$ cat src/inc/kpa_pkg.sv
package kpa_pkg;
	localparam int          ADDR_W        = 32;
	localparam int          DATA_W        = 16;
	localparam int          SCAN_LINES    = 8;
	localparam logic [31:0] OFS_KEY_STAT  = 32'h0b000086;
	localparam logic [31:0] OFS_PEN_MASK  = 32'h0b00008e;
	localparam logic [31:0] OFS_AUD_MASK  = 32'h0b000090;
	localparam logic [31:0] OFS_KEY_EN    = 32'h0b000092;
	localparam logic [31:0] OFS_PEN_STAT  = 32'h0b000082;
	localparam logic [31:0] OFS_AUD_STAT  = 32'h0b000084;
	localparam int          KEY_PRESS_BIT = 0;
	localparam int          KEY_DONE_BIT  = 1;
	localparam int          KEY_OVR_BIT   = 2;
	localparam logic [15:0] KEY_STAT_MASK = 16'h0007;
	localparam logic [15:0] PEN_MASK_BITS = 16'h007d;
	localparam logic [15:0] AUD_MASK_BITS = 16'h0302;
	localparam logic [15:0] RESET_VALUE   = 16'h0000;
endpackage

$ cat src/verilog/kpa_irq_regs.sv
`timescale 1ns/1ps
module kpa_irq_regs
	import kpa_pkg::*;
#(
	parameter int N_SCAN = SCAN_LINES
)(
	input  wire logic              clk,
	input  wire logic              reset,
	input  wire logic [ADDR_W-1:0] addr,
	input  wire logic [DATA_W-1:0] wdata,
	input  wire logic              wr,
	input  wire logic              rd,
	output logic      [DATA_W-1:0] rdata,
	input  wire logic [N_SCAN-1:0] scan_input_lines,
	input  wire logic              scan_seq_idle,
	input  wire logic              key_word0_update,
	input  wire logic              key_word0_read,
	input  wire logic              scan_pass_done,
	input  wire logic [6:0]        pen_events,
	input  wire logic [9:0]        audio_events,
	output logic                   key_irq,
	output logic                   pen_irq,
	output logic                   audio_irq,
	output logic                   irq
);
	if (N_SCAN < 1 || N_SCAN > 16) begin
		$error("kpa_irq_regs: bad scan line count");
	end

	////////////////////////////////////////////////////////////////////////////////
	// Address decode.

	wire hit_key_stat = (addr == OFS_KEY_STAT);
	wire hit_pen_mask = (addr == OFS_PEN_MASK);
	wire hit_aud_mask = (addr == OFS_AUD_MASK);
	wire hit_key_en   = (addr == OFS_KEY_EN);
	wire hit_pen_stat = (addr == OFS_PEN_STAT);
	wire hit_aud_stat = (addr == OFS_AUD_STAT);

	wire wr_key_stat = wr & hit_key_stat;
	wire wr_pen_mask = wr & hit_pen_mask;
	wire wr_aud_mask = wr & hit_aud_mask;
	wire wr_key_en   = wr & hit_key_en;
	wire wr_pen_stat = wr & hit_pen_stat;
	wire wr_aud_stat = wr & hit_aud_stat;

	////////////////////////////////////////////////////////////////////////////////
	// Keyboard event detection.

	logic [N_SCAN-1:0] scan_sync;
	logic              word0_unread;

	kpa_scan_sync #(.N(N_SCAN)) u_sync (
		.clk      (clk),
		.reset    (reset),
		.async_in (scan_input_lines),
		.sync_out (scan_sync)
	);

	wire any_low   = ~(&scan_sync);
	wire ev_press  = scan_seq_idle & any_low;
	wire ev_done   = scan_pass_done;
	wire ev_over   = key_word0_update & word0_unread & ~key_word0_read;

	// Tracks whether the newest key data word0 has been read by the core.
	always_ff @(posedge clk or posedge reset) begin
		if (reset) begin
			word0_unread <= 1'b0;
		end else if (key_word0_update) begin
			word0_unread <= 1'b1;
		end else if (key_word0_read) begin
			word0_unread <= 1'b0;
		end
	end

	wire [2:0] key_set;
	assign key_set[KEY_PRESS_BIT] = ev_press;
	assign key_set[KEY_DONE_BIT]  = ev_done;
	assign key_set[KEY_OVR_BIT]   = ev_over;

	wire [2:0] key_clr_wr = wr_key_stat ? wdata[2:0] : 3'h0;
	wire [2:0] key_clr_rd = {key_word0_read, 2'b00};
	wire [2:0] key_flags;

	kpa_sticky #(.W(3), .VALID(KEY_STAT_MASK)) u_key (
		.clk     (clk),
		.reset   (reset),
		.set_evt (key_set),
		.clr     (key_clr_wr | key_clr_rd),
		.flags   (key_flags)
	);

	////////////////////////////////////////////////////////////////////////////////
	// Pen and audio status, held here so the masks have something to gate.

	wire [15:0] pen_flags;
	wire [15:0] aud_flags;

	kpa_sticky #(.W(16), .VALID(PEN_MASK_BITS)) u_pen (
		.clk     (clk),
		.reset   (reset),
		.set_evt ({9'h000, pen_events}),
		.clr     (wr_pen_stat ? wdata : 16'h0000),
		.flags   (pen_flags)
	);

	kpa_sticky #(.W(16), .VALID(AUD_MASK_BITS)) u_aud (
		.clk     (clk),
		.reset   (reset),
		.set_evt ({6'h00, audio_events}),
		.clr     (wr_aud_stat ? wdata : 16'h0000),
		.flags   (aud_flags)
	);

	////////////////////////////////////////////////////////////////////////////////
	// Mask registers.

	logic [2:0]  key_en;
	logic [15:0] pen_mask;
	logic [15:0] aud_mask;

	always_ff @(posedge clk or posedge reset) begin
		if (reset) begin
			key_en   <= RESET_VALUE[2:0];
			pen_mask <= RESET_VALUE;
			aud_mask <= RESET_VALUE;
		end else begin
			if (wr_key_en) key_en <= wdata[2:0];
			if (wr_pen_mask) pen_mask <= wdata & PEN_MASK_BITS;
			// Unused bits are dropped in case software ignores the zero-fill duty.
			if (wr_aud_mask) aud_mask <= wdata & AUD_MASK_BITS;
		end
	end

	////////////////////////////////////////////////////////////////////////////////
	// Request outputs; masks gate only the forwarding.

	assign key_irq   = |(key_flags & key_en);
	assign pen_irq   = |(pen_flags & pen_mask);
	assign audio_irq = |(aud_flags & aud_mask);
	assign irq       = key_irq | pen_irq | audio_irq;

	////////////////////////////////////////////////////////////////////////////////
	// Read path. The audio mask reads as zero; software must not rely on it.

	wire [15:0] rd_mux =
		hit_key_stat ? {13'h0000, key_flags} :
		hit_pen_mask ? pen_mask :
		hit_key_en   ? {13'h0000, key_en} :
		hit_pen_stat ? pen_flags :
		hit_aud_stat ? aud_flags :
		hit_aud_mask ? 16'h0000 :
		16'h0000;

	always_ff @(posedge clk or posedge reset) begin
		if (reset) begin
			rdata <= RESET_VALUE;
		end else begin
			rdata <= rd ? rd_mux : 16'h0000;
		end
	end
endmodule

$ cat src/verilog/kpa_scan_sync.sv
`timescale 1ns/1ps
module kpa_scan_sync
	import kpa_pkg::*;
#(
	parameter int N = SCAN_LINES
)(
	input  wire logic         clk,
	input  wire logic         reset,
	input  wire logic [N-1:0] async_in,
	output logic      [N-1:0] sync_out
);
	if (N < 1) begin
		$error("kpa_scan_sync: need at least one line");
	end

	logic [N-1:0] meta;

	// Lines idle high, so both stages reset high to avoid a false key press.
	always_ff @(posedge clk or posedge reset) begin
		if (reset) begin
			meta     <= {N{1'b1}};
			sync_out <= {N{1'b1}};
		end else begin
			meta     <= async_in;
			sync_out <= meta;
		end
	end
endmodule

$ cat src/verilog/kpa_sticky.sv
`timescale 1ns/1ps
module kpa_sticky
	import kpa_pkg::*;
#(
	parameter int          W     = 16,
	parameter logic [15:0] VALID = 16'hffff
)(
	input  wire logic         clk,
	input  wire logic         reset,
	input  wire logic [W-1:0] set_evt,
	input  wire logic [W-1:0] clr,
	output logic      [W-1:0] flags
);
	// Refused at elaboration, since the valid mask and reset value are only 16 bits wide.
	if (W < 1 || W > 16) begin
		$error("kpa_sticky: width must lie between 1 and 16");
	end

	wire [W-1:0] valid_bits = VALID[W-1:0];
	// Set outranks clear so an event landing on the clear cycle survives.
	wire [W-1:0] next_flags = ((flags & ~clr) | set_evt) & valid_bits;

	always_ff @(posedge clk or posedge reset) begin
		if (reset) begin
			flags <= RESET_VALUE[W-1:0];
		end else begin
			flags <= next_flags;
		end
	end
endmodule
$ cat config.mk
export PLATFORM = sky130hd
export DESIGN_NAME = kpa_irq_regs
export DESIGN_NICKNAME = d
export VERILOG_FILES = /design/src/inc/kpa_pkg.sv /design/src/verilog/kpa_irq_regs.sv /design/src/verilog/kpa_scan_sync.sv /design/src/verilog/kpa_sticky.sv
export SDC_FILE = /design/constraint.sdc
export NUM_CORES = 1
export LEC_CHECK = 0
export BUFFER_PORTS_ARGS = -buffer_cell sky130_fd_sc_hd__clkbuf_2
export CAP_MARGIN = 5
export CELL_PAD_IN_SITES_DETAIL_PLACEMENT = 1
export CELL_PAD_IN_SITES_GLOBAL_PLACEMENT = 2
export CORE_UTILIZATION = 26
export DETAILED_ROUTE_END_ITERATION = 7
export GPL_ROUTABILITY_DRIVEN = 0
export GPL_TIMING_DRIVEN = 0
export PLACE_DENSITY_LB_ADDON = 0.1
export SETUP_SLACK_MARGIN = 0.3
export SLEW_MARGIN = 10
export SYNTH_ARGS = -nofsm -noshare
export SYNTH_HDL_FRONTEND = slang
export SYNTH_SLANG_ARGS = --single-unit
$ cat constraint.sdc
create_clock -name clk -period 1.6 [get_ports clk]
set_clock_uncertainty 0.2 [all_clocks]
set_input_delay 0.32 -clock clk [delete_from_list [all_inputs] [get_ports clk]]
set_output_delay 0.32 -clock clk [all_outputs]
set_load 0.01 [all_outputs]
After elaboration in Yosys (flattened, before gate mapping)
Index checks and enable logic that the tools add are counted.
{"block": "op_classes", "eq_ne": 6, "muxes": 11, "bitwise": 26, "n_reduce_logical": 5}
{"cell": "equality test 32 x 28 -> 1 bit, second input constant", "count": 6}
{"cell": "two-way mux 10 bit", "count": 7}
{"cell": "OR reduction 16 bit", "count": 2}
{"cell": "bitwise AND 10 bit", "count": 2}
{"cell": "bitwise AND 7 bit", "count": 2}
{"cell": "inverter 10 bit", "count": 1}
{"cell": "bitwise OR 10 bit", "count": 1}
{"cell": "bitwise AND 1 bit", "count": 9}
{"cell": "AND reduction 8 bit", "count": 1}
{"cell": "two-way mux 7 bit", "count": 1}
{"cell": "inverter 7 bit", "count": 1}
{"cell": "bitwise OR 7 bit", "count": 1}
{"cell": "bitwise AND 3 bit", "count": 2}
{"cell": "bitwise OR 3 bit", "count": 2}
{"cell": "two-way mux 3 bit", "count": 1}
{"cell": "inverter 3 bit", "count": 1}
{"cell": "OR reduction 3 bit", "count": 1}
{"cell": "two-way mux 1 bit", "count": 2}
{"cell": "inverter 1 bit", "count": 2}
{"cell": "bitwise OR 1 bit", "count": 2}
{"cell": "nonzero test 2 bit", "count": 1}
{"block": "word_totals", "reg_bits": 51, "input_bits": 81}

Logic depth before layout (Yosys ltp)
Gate-level depths: netlist (run 1).
{"block": "depth", "ltp_word": 7, "depth_mapped": 6, "depth_no_buf": 4}

Hierarchy
From an unflattened synthesis (run 1), not the netlist that was laid out.
{"block": "unflattened", "cells_unflattened": 273, "hier_area_um2": 2871.5}
{"module": "kpa_irq_regs", "n_inst": 1, "cells_per_inst": 192, "area_per_inst_um2": 1820.5}
{"module": "kpa_scan_sync", "n_inst": 1, "cells_per_inst": 17, "area_per_inst_um2": 424.2}
{"module": "kpa_sticky (u_pen)", "n_inst": 1, "cells_per_inst": 30, "area_per_inst_um2": 300.3}
{"module": "kpa_sticky (u_aud)", "n_inst": 1, "cells_per_inst": 24, "area_per_inst_um2": 214.0}
{"module": "kpa_sticky (u_key)", "n_inst": 1, "cells_per_inst": 10, "area_per_inst_um2": 112.6}

Worst setup path before layout (run 1)
Ideal clock, no wire load.
{"block": "synth_path", "path_type": "input-to-reg", "startpoint": "input port addr[26]", "endpoint": "register pen_mask[0]", "t_arrival_ps": 1674, "t_required_ps": 1275, "slack_ps": -399, "stages": 4, "path_buffers": 0, "cell_sequence": "nor4_1 > nand4_2 > nor4_4 > mux2_2"}
{"block": "synth_via", "elab_chain_len": 2}
{"item": "from (decl)", "line": "kpa_irq_regs.sv:9", "text": "input wire logic [ADDR_W-1:0] addr,"}
{"item": "equality test 32 x 28 -> 1 bit", "line": "kpa_irq_regs.sv:34", "text": "wire hit_pen_mask = (addr == OFS_PEN_MASK);"}
{"item": "bitwise AND 1 bit", "line": "kpa_irq_regs.sv:41", "text": "wire wr_pen_mask = wr & hit_pen_mask;"}
{"item": "to (signal assigned)", "line": "kpa_irq_regs.sv:129", "text": "if (wr_pen_mask) pen_mask <= wdata & PEN_MASK_BITS;"}
{"item": "to (decl)", "line": "kpa_irq_regs.sv:119", "text": "logic [15:0] pen_mask;"}
Every way passes these cells.
A chain may end at the register's enable or synchronous reset.

Worst setup path in the final report (run 1)
{"block": "layout_path", "startpoint": "register u_key.flags[1]", "endpoint": "output port irq"}
{"block": "layout_via", "elab_chain_len": 4}
{"item": "from (decl)", "line": "kpa_sticky.sv:12", "text": "output logic [W-1:0] flags"}
{"item": "from (signal assigned)", "line": "kpa_sticky.sv:25", "text": "flags <= RESET_VALUE[W-1:0];"}
{"item": "from (signal assigned)", "line": "kpa_sticky.sv:27", "text": "flags <= next_flags;"}
{"item": "bitwise AND 3 bit", "line": "kpa_irq_regs.sv:138", "text": "assign key_irq = |(key_flags & key_en);"}
{"item": "OR reduction 3 bit", "line": "kpa_irq_regs.sv:138"}
{"item": "bitwise OR 1 bit (2 in series)", "line": "kpa_irq_regs.sv:141", "text": "assign irq = key_irq | pen_irq | audio_irq;"}
{"item": "to (decl)", "line": "kpa_irq_regs.sv:24", "text": "output logic irq"}
Every way passes these cells.

==> results of run 1 <==
[synth_stat cells, drive strengths merged, types with 2 or more instances]
master	number
and4	8
a22oi	3
o32ai	3
and3	3
mux2i	4
a222oi	2
nand2b	2
mux2	12
nor4	7
nand3	3
nor2	13
a22o	4
and2	3
buf	10
nand2	5
dfstp	16
inv	15
a41oi	8
nor3b	6
a21oi	3
nand4	3
dfrtp	34
[cells by family after synthesis]
family / count (synthesis) / share of synthesized area (%)
AO/OA/AOI/OAI: 27 / 9.804
buffers and inverters: 26 / 5.714
multiplexers: 16 / 7.843
flip-flops: 50 / 56.92
AND/OR/NAND/NOR: 61 / 19.55
other: 1 / 0.1679
[metrics by stage]
step,setup WS [ns],total power [mW]
after floorplan,-0.3108,1.430
after global placement,-0.9041,1.552
after detailed placement,-0.8883,1.554
after CTS,-0.6384,2.388
after global routing,-0.6859,2.466
final,-0.6085,2.351
[registers in the layout (all words and copies together) (netlist names)]
signal	cells
aud_mask	3
pen_mask	6
u_sync.sync_out	8
rdata	9
u_aud.flags	3
key_en	3
u_key.flags	3
u_sync.meta	8
u_pen.flags	6
word0_unread	1
[layout by cell type (no fill, tap or decap), drive strengths merged, types with 2 or more instances in the layout]
| cell | instances |
|---|---|
| nand2 | 5 |
| a41oi | 8 |
| dfstp | 16 |
| nand2b | 2 |
| nand3 | 3 |
| inv | 14 |
| and3 | 3 |
| nand4 | 3 |
| o32ai | 3 |
| clkinv | 2 |
| nor3b | 6 |
| and4 | 8 |
| conb | 7 |
| and2 | 3 |
| a22o | 4 |
| a222oi | 2 |
| a22oi | 3 |
| mux2 | 12 |
| nor4 | 7 |
| dfrtp | 34 |
| a21oi | 3 |
| clkbuf | 70 |
| mux2i | 4 |
| nor2 | 13 |
| dlygate4sd3 | 8 |
| buf | 38 |
[worst paths after layout]
path	from	to	slack (ns)	cells past startpoint
worst min register to register	u_sync.meta[4]	u_sync.sync_out[4]	0.16	0
min in group asynchronous	reset	key_en[2]	0.04	2
worst max register to register	u_sync.sync_out[2]	u_key.flags[0]	0.12	4
worst max-delay path	u_key.flags[1]	irq	-0.61	4
worst min-delay path	key_word0_update	word0_unread	0.02	2
max in group asynchronous	reset	rdata[0]	0.59	2
[layer usage]
layer	track usage, %	part of all wire [%]
met5	0	0
met4	3.030	0.73
met3	2.899	5.9
met2	24.94	49
met1	16.10	44
[worst max-delay path, cell delays in order (launching register included)]
cell and delay (ns):
dfrtp_1 0.39, a222oi_1 0.39, inv_1 0.10, or3_4 0.39, buf_6 0.13
[area by class of cell]
class	count	area (um^2)
clock inverter	2	17.52
clock buffer	6	82.58
timing repair buffer	99	665.6
buffer	11	81.33
fill	912	4816
multi-input combinational	111	1132
inverter	15	60.06
sequential	50	1271
tap	105	131.4
[timing repair]
item / CTS / global route
endpoints found under the setup margin: 46 / 46
cloned: 1 / 0
hold buffers: 8 / 0
gates resized for setup: 38 / 36
buffers inserted: 13 / 1
pin swaps: 12 / 16
hold endpoints to repair: 8 / 0
[report_power, final]
part | switching (mW) | internal [mW] | total (mW)
combinational | 0.131 | 0.122 | 0.254
sequential | 0.00797 | 1.30 | 1.31
clock | 0.430 | 0.357 | 0.787
total | 0.569 | 1.78 | 2.35
==> flow_summary.json, run 1 <==
{
  "crit_fanout": 2,
  "drive_gt1_share_pct": 60.54,
  "ys_warn_count": 0,
  "startpoint_type": "flip-flop",
  "antenna_found_initial": 0,
  "globalRouteOverflowTotal": 0,
  "setup_viol": 34,
  "fin_nets": 374,
  "num_vias": 1880,
  "dp_hpwl_mm": 4.338,
  "slew_violations": 0,
  "cts_sinks": 50,
  "cts_max_level": 2,
  "synth_edf_count": 0,
  "rsz0062_at_grt": "yes",
  "numCtsBuffers": 5,
  "synth_area_um2": 2233,
  "utilization_pct": 41.68,
  "drt_iter0_markers": 45,
  "drc_errors": 0,
  "stdcell_count": 399,
  "track_usage_pct": 13.59,
  "clk_pin_slew_ns": 0.09,
  "ys_ff_latch": 50,
  "port_buffers": 76,
  "synth_area_leaders": "dfrtp_1 (38%), dfstp_2 (19%), mux2_2 (6.1%)",
  "grt_pass1_vias": 1850,
  "fp.dieW_um": 94.68,
  "routedWlPerCell_um": 15.18,
  "netlist-cell-type-count": 40,
  "synth-async-reset-ratio_pct": 100.0,
  "syn_to_final_growth_pct": 54.12,
  "worst_pin_slew_ns": 1.058,
  "fin_setup_tns_ns": -3.141,
  "status": "finished with violations",
  "cts_tree": "yes",
  "maxSlewHeadroom_pct": 29.34,
  "synth_top_area_cell": "dfrtp_1",
  "synth_top_area_share_pct": 38.10,
  "fp-row-count": 33,
  "io-pin-count": 101,
  "clkLatencyLatePin_ns": 0.30,
  "first_pass_iters": 4,
  "dieHeight_um": 94.68,
  "post_dp_cell_area_um2": 2838,
  "die_area_um2": 8964,
  "finalHoldViolCount": 0,
  "viasPerCell": 4.712,
  "grt_pass1_wl_mm": 9.149,
  "antennaDiodeCount": 0,
  "start_util_pct": 27.05,
  "hold_slack_ns": 0.01665,
  "core_area_um2": 8258,
  "drt-total-wl_mm": 6.055,
  "yosysSeqAreaShare_pct": 56.92,
  "cap_violations": 0,
  "fin_crit_ns": 2.209,
  "grt_max_degree": 51,
  "violations": "negative setup slack",
  "syn_inst": 181,
  "p_per_area_nw_per_um2": 683.1,
  "final_antenna_net_count": 0,
  "required_ns": 1.08,
  "post-route-period-util_pct": 138.0,
  "critical_path_class": "flip-flop to output pin",
  "syn_area_per_cell_um2": 12.34,
  "hp-class": "primary input to flip-flop",
  "dp_cells": 368,
  "stdcell_area_um2": 3442,
  "crit_arrival_ns": 1.69,
  "clock_path_buffers": 2,
  "root_buffer": "clkbuf_8",
  "fin_ws_ns": -0.6085,
  "power.static_leakage_nw": 1.645,
  "ir_drop_uv": 399.7,
  "cp-end-kind": "output pin",
  "ys.flop_type": "dfrtp_1",
  "max_freq_mhz": 452.8
}
Power figures use the tool's default switching activity.
==> run 2: changes to the inputs <==
--- a/config.mk
+++ b/config.mk
@@ -9,6 +9,7 @@
 export CAP_MARGIN = 5
 export CELL_PAD_IN_SITES_DETAIL_PLACEMENT = 1
 export CELL_PAD_IN_SITES_GLOBAL_PLACEMENT = 2
+export CORE_MARGIN = 3
 export CORE_UTILIZATION = 26
 export DETAILED_ROUTE_END_ITERATION = 7
 export GPL_ROUTABILITY_DRIVEN = 0
==> flow_summary.json, run 2 (same netlist as run 1, synthesis figures left out) <==
{
  "status": "finished with violations",
  "violations": "negative setup slack",
  "port_buffers": 76,
  "startpoint_type": "flip-flop",
  "cp-end-kind": "output pin",
  "fin_nets": 388,
  "fp.dieW_um": 98.68,
  "fp-row-count": 33,
  "rsz0062_at_grt": "yes",
  "syn_to_final_growth_pct": 61.18,
  "largestRegisters": "rdata: 9 flops, u_sync.meta: 8 flops, u_sync.sync_out: 8 flops",
  "crit_arrival_ns": 1.65,
  "finalHoldViolCount": 0,
  "hp-class": "primary input to async pin",
  "fin_crit_ns": 2.174,
  "die_area_um2": 9738,
  "final_antenna_net_count": 0,
  "root_buffer": "clkbuf_8",
  "track_usage_pct": 13.81,
  "antenna_found_initial": 0,
  "fin_setup_tns_ns": -2.723,
  "stdcell_count": 413,
  "cts_max_level": 2,
  "drc_errors": 0,
  "p_per_area_nw_per_um2": 658.6,
  "post-route-period-util_pct": 135.9,
  "drt-total-wl_mm": 6.517,
  "antennaDiodeCount": 0,
  "power_mw": 2.371,
  "dieHeight_um": 98.68,
  "drive_gt1_share_pct": 62.34,
  "numCtsBuffers": 5,
  "ir_drop_uv": 412.2,
  "required_ns": 1.08,
  "crit_fanout": 2,
  "slew_violations": 0,
  "dpl_worst_slack_ns": -0.8414,
  "final_cell_mix": "clkbuf_2 (64), dfrtp_1 (34), buf_4 (22)",
  "cts_tree": "yes",
  "power.static_leakage_nw": 1.738,
  "globalRouteOverflowTotal": 0,
  "num_vias": 1912,
  "worst_pin_slew_ns": 1.052,
  "viasPerCell": 4.630,
  "io-pin-count": 101,
  "drt_iter0_markers": 66,
  "final_common_cell": "clkbuf_2",
  "max_freq_mhz": 460.0,
  "cap_violations": 0,
  "cts_sinks": 50,
  "utilization_pct": 43.37,
  "dp_cells": 368,
  "top_register": "rdata",
  "clkLatencyLatePin_ns": 0.31,
  "setup_viol": 21,
  "dp_hpwl_mm": 4.558,
  "clock_path_buffers": 2,
  "start_util_pct": 26.91,
  "maxSlewHeadroom_pct": 29.71,
  "clk_pin_slew_ns": 0.10,
  "grt_max_degree": 51,
  "routedWlPerCell_um": 15.78,
  "critical_path_class": "flip-flop to output pin",
  "grt_pass1_wl_mm": 10.76,
  "fin_ws_ns": -0.5741,
  "grt_pass1_vias": 2085,
  "largest_register_ffs": 9,
  "first_pass_iters": 6,
  "core_area_um2": 8299
}
## run 2: cell types whose count changed in the layout (fill, tap and decap cells not counted), sizes merged
cell,change
buf,+12
clkinv,-1
dlygate4sd3,+1
inv,+2
## run 2: area by class of cell
type                            instances  area, um^2
Buffer                                 11       81.33
Clock buffer                            5       68.82
Clock inverter                          3       26.28
Fill cell                             899        4700
Inverter                               15       60.06
Multi-Input combinational cell        111        1179
Sequential cell                        50        1271
Tap cell                              105       131.4
Timing Repair Buffer                  113       782.0
## run 2: path summary, 6_finish.rpt
check | slack, ns | endpoint | from | cells past startpoint
worst min-delay path | 0.02 | u_aud.flags[9] | reset | 2
max in group asynchronous | 0.60 | rdata[6] | reset | 2
worst max register to register | 0.11 | rdata[1] | u_key.flags[1] | 6
min in group clk | 0.05 | u_pen.flags[6] | wdata[6] | 2
worst min register to register | 0.16 | u_sync.sync_out[2] | u_sync.meta[2] | 0
worst max-delay path | -0.57 | irq | u_key.flags[1] | 4
## run 2: metal layers
layer	GRT usage (%)	up-vias	share of wire, %
met5	0	-	0
met4	3.361	0	0.71
met2	23.45	65	51
met1	17.61	936	42
li1	-	906	-
met3	3.609	5	6.2
## run 2: power by group
part | switching (mW) | total [mW] | leakage, nW | internal, mW
registers | 0.00790 | 1.31 | 0.582 | 1.30
clock network | 0.460 | 0.783 | 0.0491 | 0.322
logic | 0.142 | 0.277 | 1.11 | 0.135
## run 2: critical path, cell delays in order, from the launching register on
cell and delay (ns):
dfrtp_1 0.40, a222oi_1 0.39, inv_1 0.10, or3_4 0.33, clkbuf_2 0.13
## run 2: stage by stage
stage	hold slack [ns]	instance area, um^2
CTS	0.03402	3500
detailed placement	0.1472	2838
finish	0.02411	3600
floorplan	0.1245	2326
global placement	0.1458	2838
global route	0.03931	3600
## run 2: what timing repair did
action                                 in CTS  in global routing
endpoints found under the hold margin       9                  0
setup buffers                              23                  4
pin swaps                                  27                  8
gates cloned                                1                  0
setup endpoints to repair                  46                 46
resized for setup                          59                 25
hold buffers                                9                  0
==> run 3: changes to the inputs <==
--- a/config.mk
+++ b/config.mk
@@ -9,6 +9,7 @@
 export CAP_MARGIN = 5
 export CELL_PAD_IN_SITES_DETAIL_PLACEMENT = 1
 export CELL_PAD_IN_SITES_GLOBAL_PLACEMENT = 2
+export CORE_ASPECT_RATIO = 1.75
 export CORE_MARGIN = 3
 export CORE_UTILIZATION = 26
 export DETAILED_ROUTE_END_ITERATION = 7
==> flow_summary.json, run 3 (same netlist as run 1, synthesis figures left out) <==
{
  "globalRouteOverflowTotal": 0,
  "max_freq_mhz": 463.9,
  "top_register": "rdata",
  "final_antenna_net_count": 0,
  "fin_setup_tns_ns": -2.907,
  "drive_gt1_share_pct": 61.36,
  "ir_drop_uv": 502.9,
  "utilization_pct": 43.51,
  "core_area_um2": 8313,
  "drt_iter0_markers": 71,
  "num-fill-cells": 925,
  "slew_violations": 0,
  "cp-end-kind": "output pin",
  "critical_path_class": "flip-flop to output pin",
  "clkLatencyLatePin_ns": 0.28,
  "fp.dieW_um": 76.06,
  "routedWlPerCell_um": 16.22,
  "dieHeight_um": 128.6,
  "rsz0062_at_grt": "yes",
  "num_vias": 1926,
  "track_usage_pct": 14.12,
  "io-pin-count": 101,
  "maxSlewHeadroom_pct": 30.21,
  "cts_sinks": 50,
  "seq_power_share_pct": 50.2,
  "final_common_cell": "clkbuf_2",
  "first_pass_iters": 4,
  "status": "finished with violations",
  "grt_pass1_vias": 2098,
  "use_met3_pct": 3.361,
  "post-route-period-util_pct": 134.7,
  "crit_arrival_ns": 1.64,
  "p_comb_share_pct": 10.3,
  "clock_path_buffers": 2,
  "port_buffers": 76,
  "p_sw_mw": 0.5653,
  "finalHoldViolCount": 0,
  "setup_viol": 19,
  "cts_tree": "yes",
  "start_util_pct": 26.87,
  "power.static_leakage_nw": 1.753,
  "fin_nets": 389,
  "required_ns": 1.08,
  "cap_violations": 0,
  "drt-total-wl_mm": 6.860,
  "grt_max_degree": 51,
  "grt_use_met1_pct": 14.29,
  "clkPwrFrac_pct": 39.5,
  "crit_fanout": 2,
  "numCtsBuffers": 5,
  "grt_pass1_wl_mm": 10.61,
  "antenna_found_initial": 0,
  "busiest_layer": "met2",
  "final_cell_mix": "clkbuf_2 (62), dfrtp_1 (34), buf_4 (28)",
  "p_per_area_nw_per_um2": 722.8,
  "p_sw_share_pct": 21.62,
  "antennaDiodeCount": 0,
  "largest_register_ffs": 9,
  "dpl_worst_slack_ns": -0.8449,
  "startpoint_type": "flip-flop",
  "drc_errors": 0,
  "syn_to_final_growth_pct": 61.96,
  "root_buffer": "clkbuf_16",
  "clk_pin_slew_ns": 0.06,
  "die_area_um2": 9782,
  "violations": "negative setup slack",
  "worst_pin_slew_ns": 1.045,
  "fp-row-count": 44,
  "internal-power_mw": 2.049,
  "hp-class": "primary input to flip-flop",
  "viasPerCell": 4.553,
  "dp_hpwl_mm": 4.939,
  "fin_crit_ns": 2.156,
  "cts_max_level": 2,
  "met2_usage_pct": 27.56,
  "largestRegisters": "rdata: 9 flops, u_sync.meta: 8 flops, u_sync.sync_out: 8 flops",
  "fin_ws_ns": -0.5557
}
==> run 3: changes by cell type in the layout (fill, tap and decap cells not counted), sizes merged <==
| cell | change |
|---|---|
| clkbuf | +1 |
| inv | -2 |
| dlygate4sd3 | -1 |
| clkinv | -1 |
| buf | +3 |
==> run 3: power groups by stage <==
stage,registers [mW],clock network [mW],logic [mW]
CTS,1.31,1.08,0.261
detailed placement,1.34,0,0.222
floorplan,1.33,0,0.0977
global route,1.31,1.12,0.295
finish,1.31,1.03,0.268
global placement,1.33,0,0.218
==> run 3: area by class of cell <==
cell class | count | area, um^2 | share of cell area, %
Multi-Input combinational cell | 111 | 1150 | 31.79
Clock buffer | 7 | 142.6 | 3.943
Inverter | 15 | 60.06 | 1.660
Tap cell | 115 | 143.9 | 3.978
Timing Repair Buffer | 114 | 762.0 | 21.07
Sequential cell | 50 | 1271 | 35.14
Buffer | 11 | 87.58 | 2.421
==> run 3: what timing repair did <==
action	4_1_cts	5_1_grt
hold buffers	8	0
resized for setup	46	30
buffers inserted	21	8
pin swaps	16	21
endpoints found under the hold margin	8	0
cloned	1	0
setup endpoints to repair	39	46
==> run 3: worst paths after layout <==
check                                   start            endpoint  slack (ns)  cells past startpoint
max                               aud_mask[1]                 irq       -0.56                      4
min                          key_word0_update        word0_unread        0.04                      2
min in group asynchronous               reset      u_aud.flags[1]        0.06                      2
max in group asynchronous               reset         pen_mask[3]        0.57                      2
min reg2reg                    u_sync.meta[1]  u_sync.sync_out[1]        0.15                      0
max reg2reg                u_sync.sync_out[2]      u_key.flags[0]        0.19                      4
==> run 3: metrics by stage <==
step | power, mW | std cells | area (um^2) | hold slack, ns
after floorplan | 1.430 | 187 | 2326 | 0.1245
after global placement | 1.552 | 378 | 2850 | 0.1456
after detailed placement | 1.557 | 378 | 2850 | 0.1472
after CTS | 2.653 | 415 | 3471 | 0.03033
after global routing | 2.725 | 423 | 3617 | 0.03725
final | 2.614 | 423 | 3617 | 0.03578
==> run 3: layer usage <==
metal  up-vias  part of all wire, %
li1        907                    -
met1       939                   35
met2        70                   57
met3        10                  5.2
met4         0                  2.5
met5         -                    0
==> run 3: critical path, cell delays in order, from the launching register on <==
cell and delay, ns:
dfrtp_1 0.39, a222oi_1 0.33, inv_1 0.11, or3_4 0.38, clkbuf_2 0.13
